**config.mk**
```make
export PLATFORM = sky130hd
export DESIGN_NAME = servo_input_ctrl
export DESIGN_NICKNAME = d
export VERILOG_FILES = /design/src/include/servo_io_pkg.sv /design/src/logic/input_filter.sv /design/src/logic/servo_input_ctrl.sv
export VERILOG_INCLUDE_DIRS = /design/src /design/src/include
export SDC_FILE = /design/constraint.sdc
export NUM_CORES = 1
export LEC_CHECK = 0
export BUFFER_PORTS_ARGS = -buffer_cell sky130_fd_sc_hd__buf_4
export CAP_MARGIN = 20
export CORE_MARGIN = 8
export CORE_UTILIZATION = 60
export CTS_CLUSTER_SIZE = 14
export DETAILED_ROUTE_END_ITERATION = 16
export MAX_ROUTING_LAYER = met4
export PLACE_DENSITY = 0.87
export SLEW_MARGIN = 40
export SYNTH_ARGS = -nofsm -noshare
export SYNTH_HDL_FRONTEND = slang
export SYNTH_HIERARCHICAL = 1
export SYNTH_SLANG_ARGS = --single-unit
```
**constraint.sdc**
```tcl
create_clock -name aclk -period 6.3 [get_ports aclk]
set_clock_uncertainty 0.1 [all_clocks]
set_input_delay 0.63 -clock aclk [delete_from_list [all_inputs] [get_ports aclk]]
set_output_delay 0.63 -clock aclk [all_outputs]
set_load 0.02 [all_outputs]
```
**src/include/servo_io_map.svh**
```systemverilog
// Purpose: Register offsets, field positions and timing figures
// Assumes: 32-bit AXI4-Lite data, byte addresses
// Notes: Definitions only
`ifndef SERVO_IO_MAP_SVH
`define SERVO_IO_MAP_SVH

// Register byte offsets
`define ADDR_W 8
`define OFS_CTRL 8'h00
`define OFS_STATUS 8'h04
`define OFS_IRQ_STAT 8'h08
`define OFS_IRQ_MASK 8'h0C

// Field positions
`define CTRL_CCW_MASK_BIT 0
`define IRQ_W 4
`define IRQ_ALARM_BIT 0
`define IRQ_OVERTRAVEL_BIT 1
`define IRQ_SON_DROP_BIT 2
`define IRQ_READY_BIT 3

// Alarm codes above this need a power cycle
`define ALARM_CLR_MAX 4'h8
`define ALARM_CODE_W 4

// Bus answers
`define RESP_OKAY 2'h0
`define RESP_SLVERR 2'h2

// Timing: settle after enable, clock period, glitch filter
`define SON_SETTLE_NS 32'h02FA_F080
`define CLK_PERIOD_NS 32'h0000_0008
`define FILT_CYCLES 16'h0010

`endif

```
**src/include/servo_io_pkg.sv**
```systemverilog
// Purpose: Types shared by the discrete input control block
// Assumes: Field widths match servo_io_map.svh
// Notes: Status word is read in the low bits of the status register
package servo_io_pkg;

    // Status register layout, high bits first, low bits at the right
    typedef struct packed {
        logic [3:0] alarm_code;
        logic alarm_latched;
        logic cmd_ready;
        logic ccw_allowed;
        logic power_on;
        logic alarm_clear;
        logic ccw_enable;
        logic servo_enable;
    } drive_status_t;

    // Filtered discrete inputs
    typedef struct packed {
        logic alarm_clear;
        logic ccw_enable;
        logic servo_enable;
    } pin_set_t;

endpackage : servo_io_pkg

```
**src/logic/input_filter.sv**
```systemverilog
// Purpose: Synchronise one discrete input and reject glitches
// Assumes: Pin is asynchronous to aclk
// Notes: Output moves only after the input held steady FILT cycles
`timescale 1ns/10ps
`include "servo_io_map.svh"

module input_filter #(
    parameter logic [15:0] FILT = `FILT_CYCLES
) (
    // Clock and reset
    input wire logic aclk,
    input wire logic aresetn,
    // Pin and filtered level
    input wire logic pin,
    output logic level
);

    logic sync1_r;
    logic sync2_r;
    logic sync3_r;
    logic [15:0] cnt_r;
    logic level_r;

    // Three-stage synchroniser; first stage feeds only the second
    always_ff @(posedge aclk) begin
        if (!aresetn) begin
            sync1_r <= 1'b0;
            sync2_r <= 1'b0;
            sync3_r <= 1'b0;
        end else begin
            sync1_r <= pin;
            sync2_r <= sync1_r;
            sync3_r <= sync2_r;
        end
    end

    // Stability counter; any disagreement restarts it
    always_ff @(posedge aclk) begin
        if (!aresetn) begin
            cnt_r <= 16'h0000;
            level_r <= 1'b0;
        end else if (sync2_r != sync3_r || sync3_r == level_r) begin
            cnt_r <= 16'h0000;
        end else if (cnt_r == FILT - 16'h0001) begin
            level_r <= sync3_r;
            cnt_r <= 16'h0000;
        end else begin
            cnt_r <= cnt_r + 16'h0001;
        end
    end

    assign level = level_r;
endmodule : input_filter

```
**src/logic/servo_input_ctrl.sv**
```systemverilog
// Purpose: Discrete input control of a servo drive power stage
// Assumes: Opto inputs high when on; AXI4-Lite master keeps protocol
// Notes: Register map and timing figures in servo_io_map.svh
// What this block does
// - Servo enable on lets the power stage run and commands be followed.
// - Servo enable off switches the power stage off and stops operation.
// - Servo enable off leaves the motor unpowered, coasting without holding torque.
// - Alarm clear on clears the latched alarm; off keeps it latched.
// - Alarms with fault code above 8 ignore alarm clear until power-up.
// - Counterclockwise enable input on allows counterclockwise rotation.
// - Counterclockwise enable input off prevents counterclockwise rotation.
// - During that overtravel, counterclockwise torque is held at zero.
// - Mask parameter set ignores the input and allows counterclockwise drive whenever the power stage is on.
`timescale 1ns/10ps
`include "servo_io_map.svh"

module servo_input_ctrl
    import servo_io_pkg::*;
#(
    parameter int unsigned SETTLE_CYCLES =
        (`SON_SETTLE_NS + `CLK_PERIOD_NS - 32'h0000_0001) / `CLK_PERIOD_NS,
    parameter logic [15:0] FILT = `FILT_CYCLES
) (
    // Clock and reset
    input wire logic aclk,
    input wire logic aresetn,
    // Discrete opto inputs, high when on
    input wire logic servo_enable_pin,
    input wire logic alarm_clear_pin,
    input wire logic ccw_enable_pin,
    // Fault report from the protection logic
    input wire logic fault_valid,
    input wire logic [`ALARM_CODE_W-1:0] fault_code,
    // Drive controls
    output logic power_stage_en,
    output logic cmd_ready,
    output logic ccw_torque_en,
    output logic alarm_latched,
    output logic [`ALARM_CODE_W-1:0] alarm_code,
    output logic irq,
    // AXI4-Lite write address and data
    input wire logic [`ADDR_W-1:0] awaddr,
    input wire logic awvalid,
    output logic awready,
    input wire logic [31:0] wdata,
    input wire logic [3:0] wstrb,
    input wire logic wvalid,
    output logic wready,
    // AXI4-Lite write response
    output logic [1:0] bresp,
    output logic bvalid,
    input wire logic bready,
    // AXI4-Lite read
    input wire logic [`ADDR_W-1:0] araddr,
    input wire logic arvalid,
    output logic arready,
    output logic [31:0] rdata,
    output logic [1:0] rresp,
    output logic rvalid,
    input wire logic rready
);

    ////////////////////////////////////////////////////////////////////
    // Declarations

    pin_set_t pins;
    pin_set_t raw;
    drive_status_t stat;
    logic power_r;
    logic cmd_ready_r;
    logic ccw_r;
    logic alarm_r;
    logic [`ALARM_CODE_W-1:0] code_r;
    logic [31:0] settle_cnt_r;
    logic ccw_mask_r;
    logic [`IRQ_W-1:0] irq_stat_r;
    logic [`IRQ_W-1:0] irq_stat_nxt;
    logic [`IRQ_W-1:0] irq_mask_r;
    logic [`IRQ_W-1:0] irq_evt;
    logic irq_r;
    logic son_d_r;
    logic block_d_r;
    logic ready_d_r;
    logic awready_r;
    logic wready_r;
    logic bvalid_r;
    logic [1:0] bresp_r;
    logic arready_r;
    logic rvalid_r;
    logic [1:0] rresp_r;
    logic [31:0] rdata_r;
    logic [`ADDR_W-1:0] aw_addr_r;
    logic [31:0] w_data_r;
    logic [3:0] w_strb_r;
    logic wr_go;
    logic rd_go;
    logic ccw_block;

    // Decode shared by the write and read paths
    function automatic logic is_mapped(input logic [`ADDR_W-1:0] a);
        is_mapped = a == `OFS_CTRL || a == `OFS_STATUS ||
                    a == `OFS_IRQ_STAT || a == `OFS_IRQ_MASK;
    endfunction : is_mapped

    ////////////////////////////////////////////////////////////////////
    // Input conditioning

    assign raw.servo_enable = servo_enable_pin;
    assign raw.ccw_enable = ccw_enable_pin;
    assign raw.alarm_clear = alarm_clear_pin;

    // One filter per discrete input
    generate
        for (genvar i = 0; i < $bits(pin_set_t); i++) begin : g_filt
            input_filter #(
                .FILT(FILT)
            ) u_filt (
                .aclk(aclk),
                .aresetn(aresetn),
                .pin(raw[i]),
                .level(pins[i])
            );
        end
    endgenerate

    ////////////////////////////////////////////////////////////////////
    // Power stage and command readiness

    // Latched alarm also drops the stage, so a fault never drives on
    always_ff @(posedge aclk) begin
        if (!aresetn) begin
            power_r <= 1'b0;
        end else begin
            power_r <= pins.servo_enable && !alarm_r;
        end
    end

    // Settle timer restarts each time the stage comes on
    always_ff @(posedge aclk) begin
        if (!aresetn) begin
            settle_cnt_r <= 32'h0000_0000;
            cmd_ready_r <= 1'b0;
        end else if (!power_r) begin
            settle_cnt_r <= 32'h0000_0000;
            cmd_ready_r <= 1'b0;
        end else if (settle_cnt_r < SETTLE_CYCLES - 1) begin
            settle_cnt_r <= settle_cnt_r + 32'h0000_0001;
            cmd_ready_r <= 1'b0;
        end else begin
            cmd_ready_r <= pins.servo_enable && !alarm_r;
        end
    end

    ////////////////////////////////////////////////////////////////////
    // Alarm latch

    // New fault wins over a clear in the same cycle
    always_ff @(posedge aclk) begin
        if (!aresetn) begin
            alarm_r <= 1'b0;
            code_r <= 4'h0;
        end else if (fault_valid && !alarm_r) begin
            alarm_r <= 1'b1;
            code_r <= fault_code;
        end else if (fault_valid && fault_code > `ALARM_CLR_MAX) begin
            code_r <= fault_code;
        end else if (!fault_valid && pins.alarm_clear && code_r <= `ALARM_CLR_MAX) begin
            alarm_r <= 1'b0;
            code_r <= 4'h0;
        end
    end

    ////////////////////////////////////////////////////////////////////
    // Counterclockwise torque gate

    assign ccw_block = !pins.ccw_enable && !ccw_mask_r;

    // Mask parameter overrides the limit switch
    always_ff @(posedge aclk) begin
        if (!aresetn) begin
            ccw_r <= 1'b0;
        end else begin
            ccw_r <= power_r && !ccw_block;
        end
    end

    ////////////////////////////////////////////////////////////////////
    // Interrupt status and output

    // Edge history; blocked is the idle level after reset, so no false overtravel edge
    always_ff @(posedge aclk) begin
        if (!aresetn) begin
            son_d_r <= 1'b0;
            block_d_r <= 1'b1;
            ready_d_r <= 1'b0;
        end else begin
            son_d_r <= pins.servo_enable;
            block_d_r <= ccw_block;
            ready_d_r <= cmd_ready_r;
        end
    end

    always_comb begin
        irq_evt = '0;
        irq_evt[`IRQ_ALARM_BIT] = fault_valid && !alarm_r;
        irq_evt[`IRQ_OVERTRAVEL_BIT] = ccw_block && !block_d_r;
        irq_evt[`IRQ_SON_DROP_BIT] = son_d_r && !pins.servo_enable;
        irq_evt[`IRQ_READY_BIT] = cmd_ready_r && !ready_d_r;
        irq_stat_nxt = irq_stat_r;
        if (rd_go && araddr == `OFS_IRQ_STAT) begin
            irq_stat_nxt = '0;
        end
        irq_stat_nxt = irq_stat_nxt | irq_evt;
    end

    // Set beats read-clear in the same cycle
    always_ff @(posedge aclk) begin
        if (!aresetn) begin
            irq_stat_r <= '0;
            irq_r <= 1'b0;
        end else begin
            irq_stat_r <= irq_stat_nxt;
            irq_r <= |(irq_stat_r & irq_mask_r);
        end
    end

    ////////////////////////////////////////////////////////////////////
    // AXI4-Lite write path

    assign wr_go = !awready_r && !wready_r && !bvalid_r;

    // Address and data accepted in any order, held until the response
    always_ff @(posedge aclk) begin
        if (!aresetn) begin
            awready_r <= 1'b1;
            aw_addr_r <= '0;
        end else if (awvalid && awready_r) begin
            awready_r <= 1'b0;
            aw_addr_r <= awaddr;
        end else if (bvalid_r && bready) begin
            awready_r <= 1'b1;
        end
    end

    always_ff @(posedge aclk) begin
        if (!aresetn) begin
            wready_r <= 1'b1;
            w_data_r <= 32'h0000_0000;
            w_strb_r <= 4'h0;
        end else if (wvalid && wready_r) begin
            wready_r <= 1'b0;
            w_data_r <= wdata;
            w_strb_r <= wstrb;
        end else if (bvalid_r && bready) begin
            wready_r <= 1'b1;
        end
    end

    always_ff @(posedge aclk) begin
        if (!aresetn) begin
            bvalid_r <= 1'b0;
            bresp_r <= `RESP_OKAY;
        end else if (wr_go) begin
            bvalid_r <= 1'b1;
            bresp_r <= is_mapped(aw_addr_r) ? `RESP_OKAY : `RESP_SLVERR;
        end else if (bvalid_r && bready) begin
            bvalid_r <= 1'b0;
        end
    end

    // Only byte lane 0 holds writable bits
    always_ff @(posedge aclk) begin
        if (!aresetn) begin
            ccw_mask_r <= 1'b0;
            irq_mask_r <= '0;
        end else if (wr_go && w_strb_r[0]) begin
            if (aw_addr_r == `OFS_CTRL) begin
                ccw_mask_r <= w_data_r[`CTRL_CCW_MASK_BIT];
            end
            if (aw_addr_r == `OFS_IRQ_MASK) begin
                irq_mask_r <= w_data_r[`IRQ_W-1:0];
            end
        end
    end

    ////////////////////////////////////////////////////////////////////
    // AXI4-Lite read path

    assign rd_go = arvalid && arready_r;

    assign stat = '{alarm_code: code_r, alarm_latched: alarm_r,
                    cmd_ready: cmd_ready_r, ccw_allowed: ccw_r,
                    power_on: power_r, alarm_clear: pins.alarm_clear,
                    ccw_enable: pins.ccw_enable,
                    servo_enable: pins.servo_enable};

    always_ff @(posedge aclk) begin
        if (!aresetn) begin
            arready_r <= 1'b1;
            rvalid_r <= 1'b0;
            rresp_r <= `RESP_OKAY;
            rdata_r <= 32'h0000_0000;
        end else if (rd_go) begin
            arready_r <= 1'b0;
            rvalid_r <= 1'b1;
            rresp_r <= is_mapped(araddr) ? `RESP_OKAY : `RESP_SLVERR;
            unique case (araddr)
                `OFS_CTRL: rdata_r <= 32'(ccw_mask_r);
                `OFS_STATUS: rdata_r <= 32'(stat);
                `OFS_IRQ_STAT: rdata_r <= 32'(irq_stat_r);
                `OFS_IRQ_MASK: rdata_r <= 32'(irq_mask_r);
                default: rdata_r <= 32'h0000_0000;
            endcase
        end else if (rvalid_r && rready) begin
            arready_r <= 1'b1;
            rvalid_r <= 1'b0;
        end
    end

    ////////////////////////////////////////////////////////////////////
    // Outputs, all from flip-flops

    assign power_stage_en = power_r;
    assign cmd_ready = cmd_ready_r;
    assign ccw_torque_en = ccw_r;
    assign alarm_latched = alarm_r;
    assign alarm_code = code_r;
    assign irq = irq_r;
    assign awready = awready_r;
    assign wready = wready_r;
    assign bvalid = bvalid_r;
    assign bresp = bresp_r;
    assign arready = arready_r;
    assign rvalid = rvalid_r;
    assign rresp = rresp_r;
    assign rdata = rdata_r;
endmodule : servo_input_ctrl

```
# == Word-level counts from Yosys, hierarchy flattened ==
# Cells that the tools add are included.
# classes
order_cmp,3
multipliers,0
n_eq_ne,16
n_reduce_logical,59
bitwise,7
div_mod_pow,0
mux,19
n_addsub,4
n_shift,0
# op_table
op,count
$add 16x1->16 const B,3
$eq 16x4->1 const B,3
$pmux 11 s4,1
$add 32x1->32 const B,1
$eq 8x4->1 const B,4
$lt 32x23->1 const B,1
$logic_and 1x1->1,19
$eq 8x3->1 const B,2
$logic_not 8->1,2
$mux 4,4
$reduce_and 2->1,7
$mux 1,12
$reduce_or 3->1,4
$logic_not 1->1,11
$reduce_bool 2->1,5
$logic_or 1x1->1,9
$not 1->1,5
$and 4x4->4,1
$gt 4x4->1 const B,1
$le 4x4->1 const B,1
$mux 2,2
$or 4x4->4,1
$reduce_or 4->1,1
$eq 1x1->1,3
other kinds (3),5
# word_totals
latch_bits,0
memories,0
ram_bits,0
out_inout_bits,50
register_bits,167
romBits,0

# == Depth between registers and ports, before layout ==
# logic_depth
ltp_word,6
ltp_mapped,8
mapped_depth_nobuf,7

# == Hierarchy ==
# Netlist, hierarchy kept.
# modules_own_cells
mod,area_per_inst_um2,n_inst,cells_per_inst,seq_area_each_um2
servo_input_ctrl,3631.0,1,404,1681.6
input_filter,895.9,3,93,400.4

# == Worst setup path after synthesis ==
# OpenSTA, ideal clock, no wires.
# synth_path
path_kind,input to register
startpoint,input araddr[4]
endpoint,"register rdata_r[10], in the netlist rdata[10]"
setup_slack_ns,3.977
path_buffers,0
required_time_ns,6.134
setup_time_ns,0.066
path_stages,5
arrival_time_ns,2.157
path_cell_list,or4_1 or4_1 nor3b_2 a22oi_1 nor2b_1
# synth_via
elab_chain_len,2
# synth_lines
element,line,rtl
from (decl),servo_input_ctrl.sv:54,"input wire logic [`ADDR_W-1:0] araddr,"
$eq 8x4->1 (tied with other cells),servo_input_ctrl.sv:307,unique case (araddr)
$pmux 11 s4 *,servo_input_ctrl.sv:307,
to (signal assigned),servo_input_ctrl.sv:308,`OFS_CTRL: rdata_r <= 32'(ccw_mask_r);
to (signal assigned),servo_input_ctrl.sv:309,`OFS_STATUS: rdata_r <= 32'(stat);
to (signal assigned),servo_input_ctrl.sv:310,`OFS_IRQ_STAT: rdata_r <= 32'(irq_stat_r);
to (decl),servo_input_ctrl.sv:91,logic [31:0] rdata_r;
# Every way passes the cells marked *; elsewhere a longest branch is shown, timed or not.
# A chain may end at the register's enable or synchronous reset.

# == Worst setup path in the final report ==
# layout_path
startpoint,register settle_cnt_r[4]
endpoint,register settle_cnt_r[19]
# layout_via
elab_chain_len,1
# layout_lines
element,line,rtl
from (decl),servo_input_ctrl.sv:74,logic [31:0] settle_cnt_r;
from (signal assigned),servo_input_ctrl.sv:147,settle_cnt_r <= settle_cnt_r + 32'h0000_0001;
$add 32x1->32 / $lt 32x23->1 (equally long branches),"servo_input_ctrl.sv:147, servo_input_ctrl.sv:146",
# Parallel ways exist; a longest one is shown, timed or not.

==> results_dict.tcl <==
set metrics [dict create \
    fp.coreArea_um2 10280 \
    dieWidth_um 118.6 \
    via_count 4996 \
    antennaDiodeCount 0 \
    wire_length_of_the_first_global_routing_pass_um 23230 \
    ys_seq_area_share_pct 45.62 \
    numPortBuffers 62 \
    clock-root-buffer "sky130_fd_sc_hd__clkbuf_8" \
    final-max-slew-violation-count 0 \
    synth_top_cell_by_area "sky130_fd_sc_hd__dfxtp_1" \
    path_max_fanout 12 \
    worst_pin_slew_ns 0.7661 \
    timing.final.crit_period_ns 2.462 \
    rows 37 \
    filler_cell_count_in_the_final_layout 767 \
    ys_warn_count 6 \
    total_power_divided_by_cell_area_nw_per_um2 271.7 \
    drt_drc_violations_left 0 \
    clk_pin_slew_worst_paths_ns 0.06 \
    drt.antenna.violating_nets 0 \
    max_freq_ghz 0.4061 \
    detailed_place_hpwl_um 9381 \
    critPathRequiredTime_ns 6.64 \
    cts_resized 0 \
    setup.worst_path.class "reg2reg" \
    setup_total_negative_slack_ns 0 \
    layout_stage_area_growth_over_the_synthesis_result_pct 16.42 \
    critPathCaptureType "flip-flop" \
    power_w 0.001999 \
    start_util_pct 61.48 \
    worst-endpoint-arrival_ns 2.80 \
    edff_count_synth 0 \
    routed_via_density 5.582 \
    post_synth_instance_area_um2 6319 \
    clock_sink_count 144 \
    tritoncts "done" \
    timing.hold.worst.class "in2reg" \
    die-area_um2 14070 \
    grt_util_all_layers_pct 20.12 \
    period_share_pct 39.08 \
    grt_max_degree 80 \
    finalSetupViolations 0 \
    final_nets 817 \
    synth_area_leaders "sky130_fd_sc_hd__dfxtp_1, sky130_fd_sc_hd__xnor2_1, sky130_fd_sc_hd__nor2_1, sky130_fd_sc_hd__nand2_1, sky130_fd_sc_hd__nor4_2" \
    grt_setup_unrepaired "false" \
    maxCapViolations 0 \
    htreeDepth 4 \
    chipHeight_um 118.6 \
    synthDominantCellAreaShare_pct 45.62 \
    antenna_found_initial 0 \
    timing.final.hold_violations 0 \
    p_leak_nw 2.689 \
    detailedRoute.firstPassIterationCount 5 \
    wirelength_um 13730 \
    design.portCount 117 \
    cts.path.max_buffers 2 \
    syn_area_per_cell_um2 9.251 \
    synth_flop_cell "sky130_fd_sc_hd__dfxtp_1" \
    cts_inserted_buffers 17 \
    post_synth_num_cell_types 57 \
    final_layout_size_suffix_gt1_share_pct 17.79 \
    multi_input_comb_area_um2 3194 \
    max-vdd-ir-drop_uv 193.8 \
    detailedRoute.firstIterationViolations 439 \
    first_global_vias 4990 \
    status "completed" \
    yosys_reg_bits 144 \
    sequential_cell_area_um2 2883 \
    maxSlewHeadroom_pct 48.46 \
    globalRoute.totalOverflow 0 \
    asyncSetResetFlopFracSynth_pct 0 \
    syn-instance-count 683 \
    clk_latency_ns 0.52 \
    cts_hold_repair_buffers 0 \
    globalplace.congestion 0.8344 \
    routedWlPerCell_um 15.35 \
    setup.worst_path.start_class "flip-flop" \
    post_cts.repair.setup_buffers 0 \
]
## cell families after synthesis
| family | synth area share (%) |
|---|---|
| buffers and inverters | 5.129 |
| xor gates and xnor gates | 7.901 |
| muxes | 1.683 |
| adders and majority gates | 0.7921 |
| other | 0.05935 |
| and+or+nand+nor | 30.50 |
| AOI/OAI and AO/OA | 8.317 |
| DFF | 45.62 |
## synth_stat cells (5+ instances only)
master	n
sky130_fd_sc_hd__mux2i_1	5
sky130_fd_sc_hd__nand4_1	8
sky130_fd_sc_hd__nor4_1	12
sky130_fd_sc_hd__a21boi_0	18
sky130_fd_sc_hd__o211ai_1	7
sky130_fd_sc_hd__a22oi_1	13
sky130_fd_sc_hd__clkbuf_1	12
sky130_fd_sc_hd__and3_1	18
sky130_fd_sc_hd__and2_1	20
sky130_fd_sc_hd__o21ai_0	18
sky130_fd_sc_hd__or3_1	5
sky130_fd_sc_hd__nand3_1	33
sky130_fd_sc_hd__nor2b_1	20
sky130_fd_sc_hd__a21oi_1	12
sky130_fd_sc_hd__nor3_1	19
sky130_fd_sc_hd__or4_1	6
sky130_fd_sc_hd__nor4_2	15
sky130_fd_sc_hd__inv_1	14
sky130_fd_sc_hd__buf_4	23
sky130_fd_sc_hd__xnor2_1	41
sky130_fd_sc_hd__nand2_1	66
sky130_fd_sc_hd__nor2_1	74
sky130_fd_sc_hd__dfxtp_1	144
sky130_fd_sc_hd__xor2_1	16
## state kept, by name, indices dropped and copies added, names as in the netlist, 4 cells and up
register,cells
g_filt.u_filt/cnt_r,48
settle_cnt_r,32
rdata,11
aw_addr_r,8
alarm_code,4
irq_mask_r,4
irq_stat_r,4
w_data_r,4
## final timing paths
check	startpoint	end	slack (ns)	depth (start not counted)
max	settle_cnt_r[4]	settle_cnt_r[19]	3.84	6
min	alarm_clear_pin	g_filt[2].u_filt/sync1_r	0.21	2
max reg2reg	settle_cnt_r[4]	settle_cnt_r[19]	3.84	6
min reg2reg	g_filt[0].u_filt/sync1_r	g_filt[0].u_filt/sync2_r	0.34	1
## worst max-delay path, cell delays in order (launching register included)
cell	delay, ns
sky130_fd_sc_hd__dfxtp_1	0.35
sky130_fd_sc_hd__or4_1	0.55
sky130_fd_sc_hd__a211oi_2	0.29
sky130_fd_sc_hd__or3_2	0.33
sky130_fd_sc_hd__nand2_1	0.20
sky130_fd_sc_hd__or3_1	0.41
sky130_fd_sc_hd__a21oi_1	0.15
## layer usage
layer | track usage, % | routed length [um] | vias to the layer above
met4 | 5.850 | 118 | 0
met2 | 34.02 | 6857 | 113
li1 | - | - | 2461
met5 | - | 0 | -
met3 | 6.426 | 705 | 14
met1 | 22.29 | 6054 | 2408
## power by group
part	leakage [nW]	switching, W	internal (W)	total (W)
logic	1.24	0.0000492	0.0000342	0.0000834
registers	1.17	0.0000108	0.000924	0.000935
clock network	0.280	0.000384	0.000596	0.000980
## cells in the final DEF (no fill, tap or decap), types with 7 or more instances in the layout
cell	synthesis	layout
sky130_fd_sc_hd__dfxtp_1	144	144
sky130_fd_sc_hd__nor2_1	74	74
sky130_fd_sc_hd__nand2_1	66	66
sky130_fd_sc_hd__buf_4	23	62
sky130_fd_sc_hd__xnor2_1	41	41
sky130_fd_sc_hd__nand3_1	33	33
sky130_fd_sc_hd__conb_1	1	23
sky130_fd_sc_hd__and2_1	20	20
sky130_fd_sc_hd__nor2b_1	20	20
sky130_fd_sc_hd__nor3_1	19	19
sky130_fd_sc_hd__and3_1	18	18
sky130_fd_sc_hd__o21ai_0	18	18
sky130_fd_sc_hd__a21boi_0	18	18
sky130_fd_sc_hd__xor2_1	16	16
sky130_fd_sc_hd__clkbuf_16	0	16
sky130_fd_sc_hd__nor4_2	15	15
sky130_fd_sc_hd__inv_1	14	14
sky130_fd_sc_hd__a22oi_1	13	13
sky130_fd_sc_hd__nor4_1	12	12
sky130_fd_sc_hd__a21oi_1	12	12
sky130_fd_sc_hd__nand4_1	8	8
sky130_fd_sc_hd__o211ai_1	7	7
## metrics by stage
stage	setup WS, ns	utilization, %	hold WS [ns]	instances	instance area, um^2
after floorplan	3.977	-	0.3118	705	6401
after global routing	3.668	71.57	0.1883	895	7356
after global placement	3.548	65.86	0.3162	863	6769
after CTS	3.829	71.57	0.1888	895	7356
after detailed placement	3.521	65.86	0.3303	863	6769
final	3.838	71.57	0.2127	895	7356
## layout make-up
type	instances	share of cell area, %
multi-input combinational	506	43.43
sequential	144	39.19
clock buffer	20	6.192
inverter	15	0.7654
clock inverter	12	1.786
tap	136	2.313
timing repair buffer	62	6.328
Power figures use the tool's default switching activity.
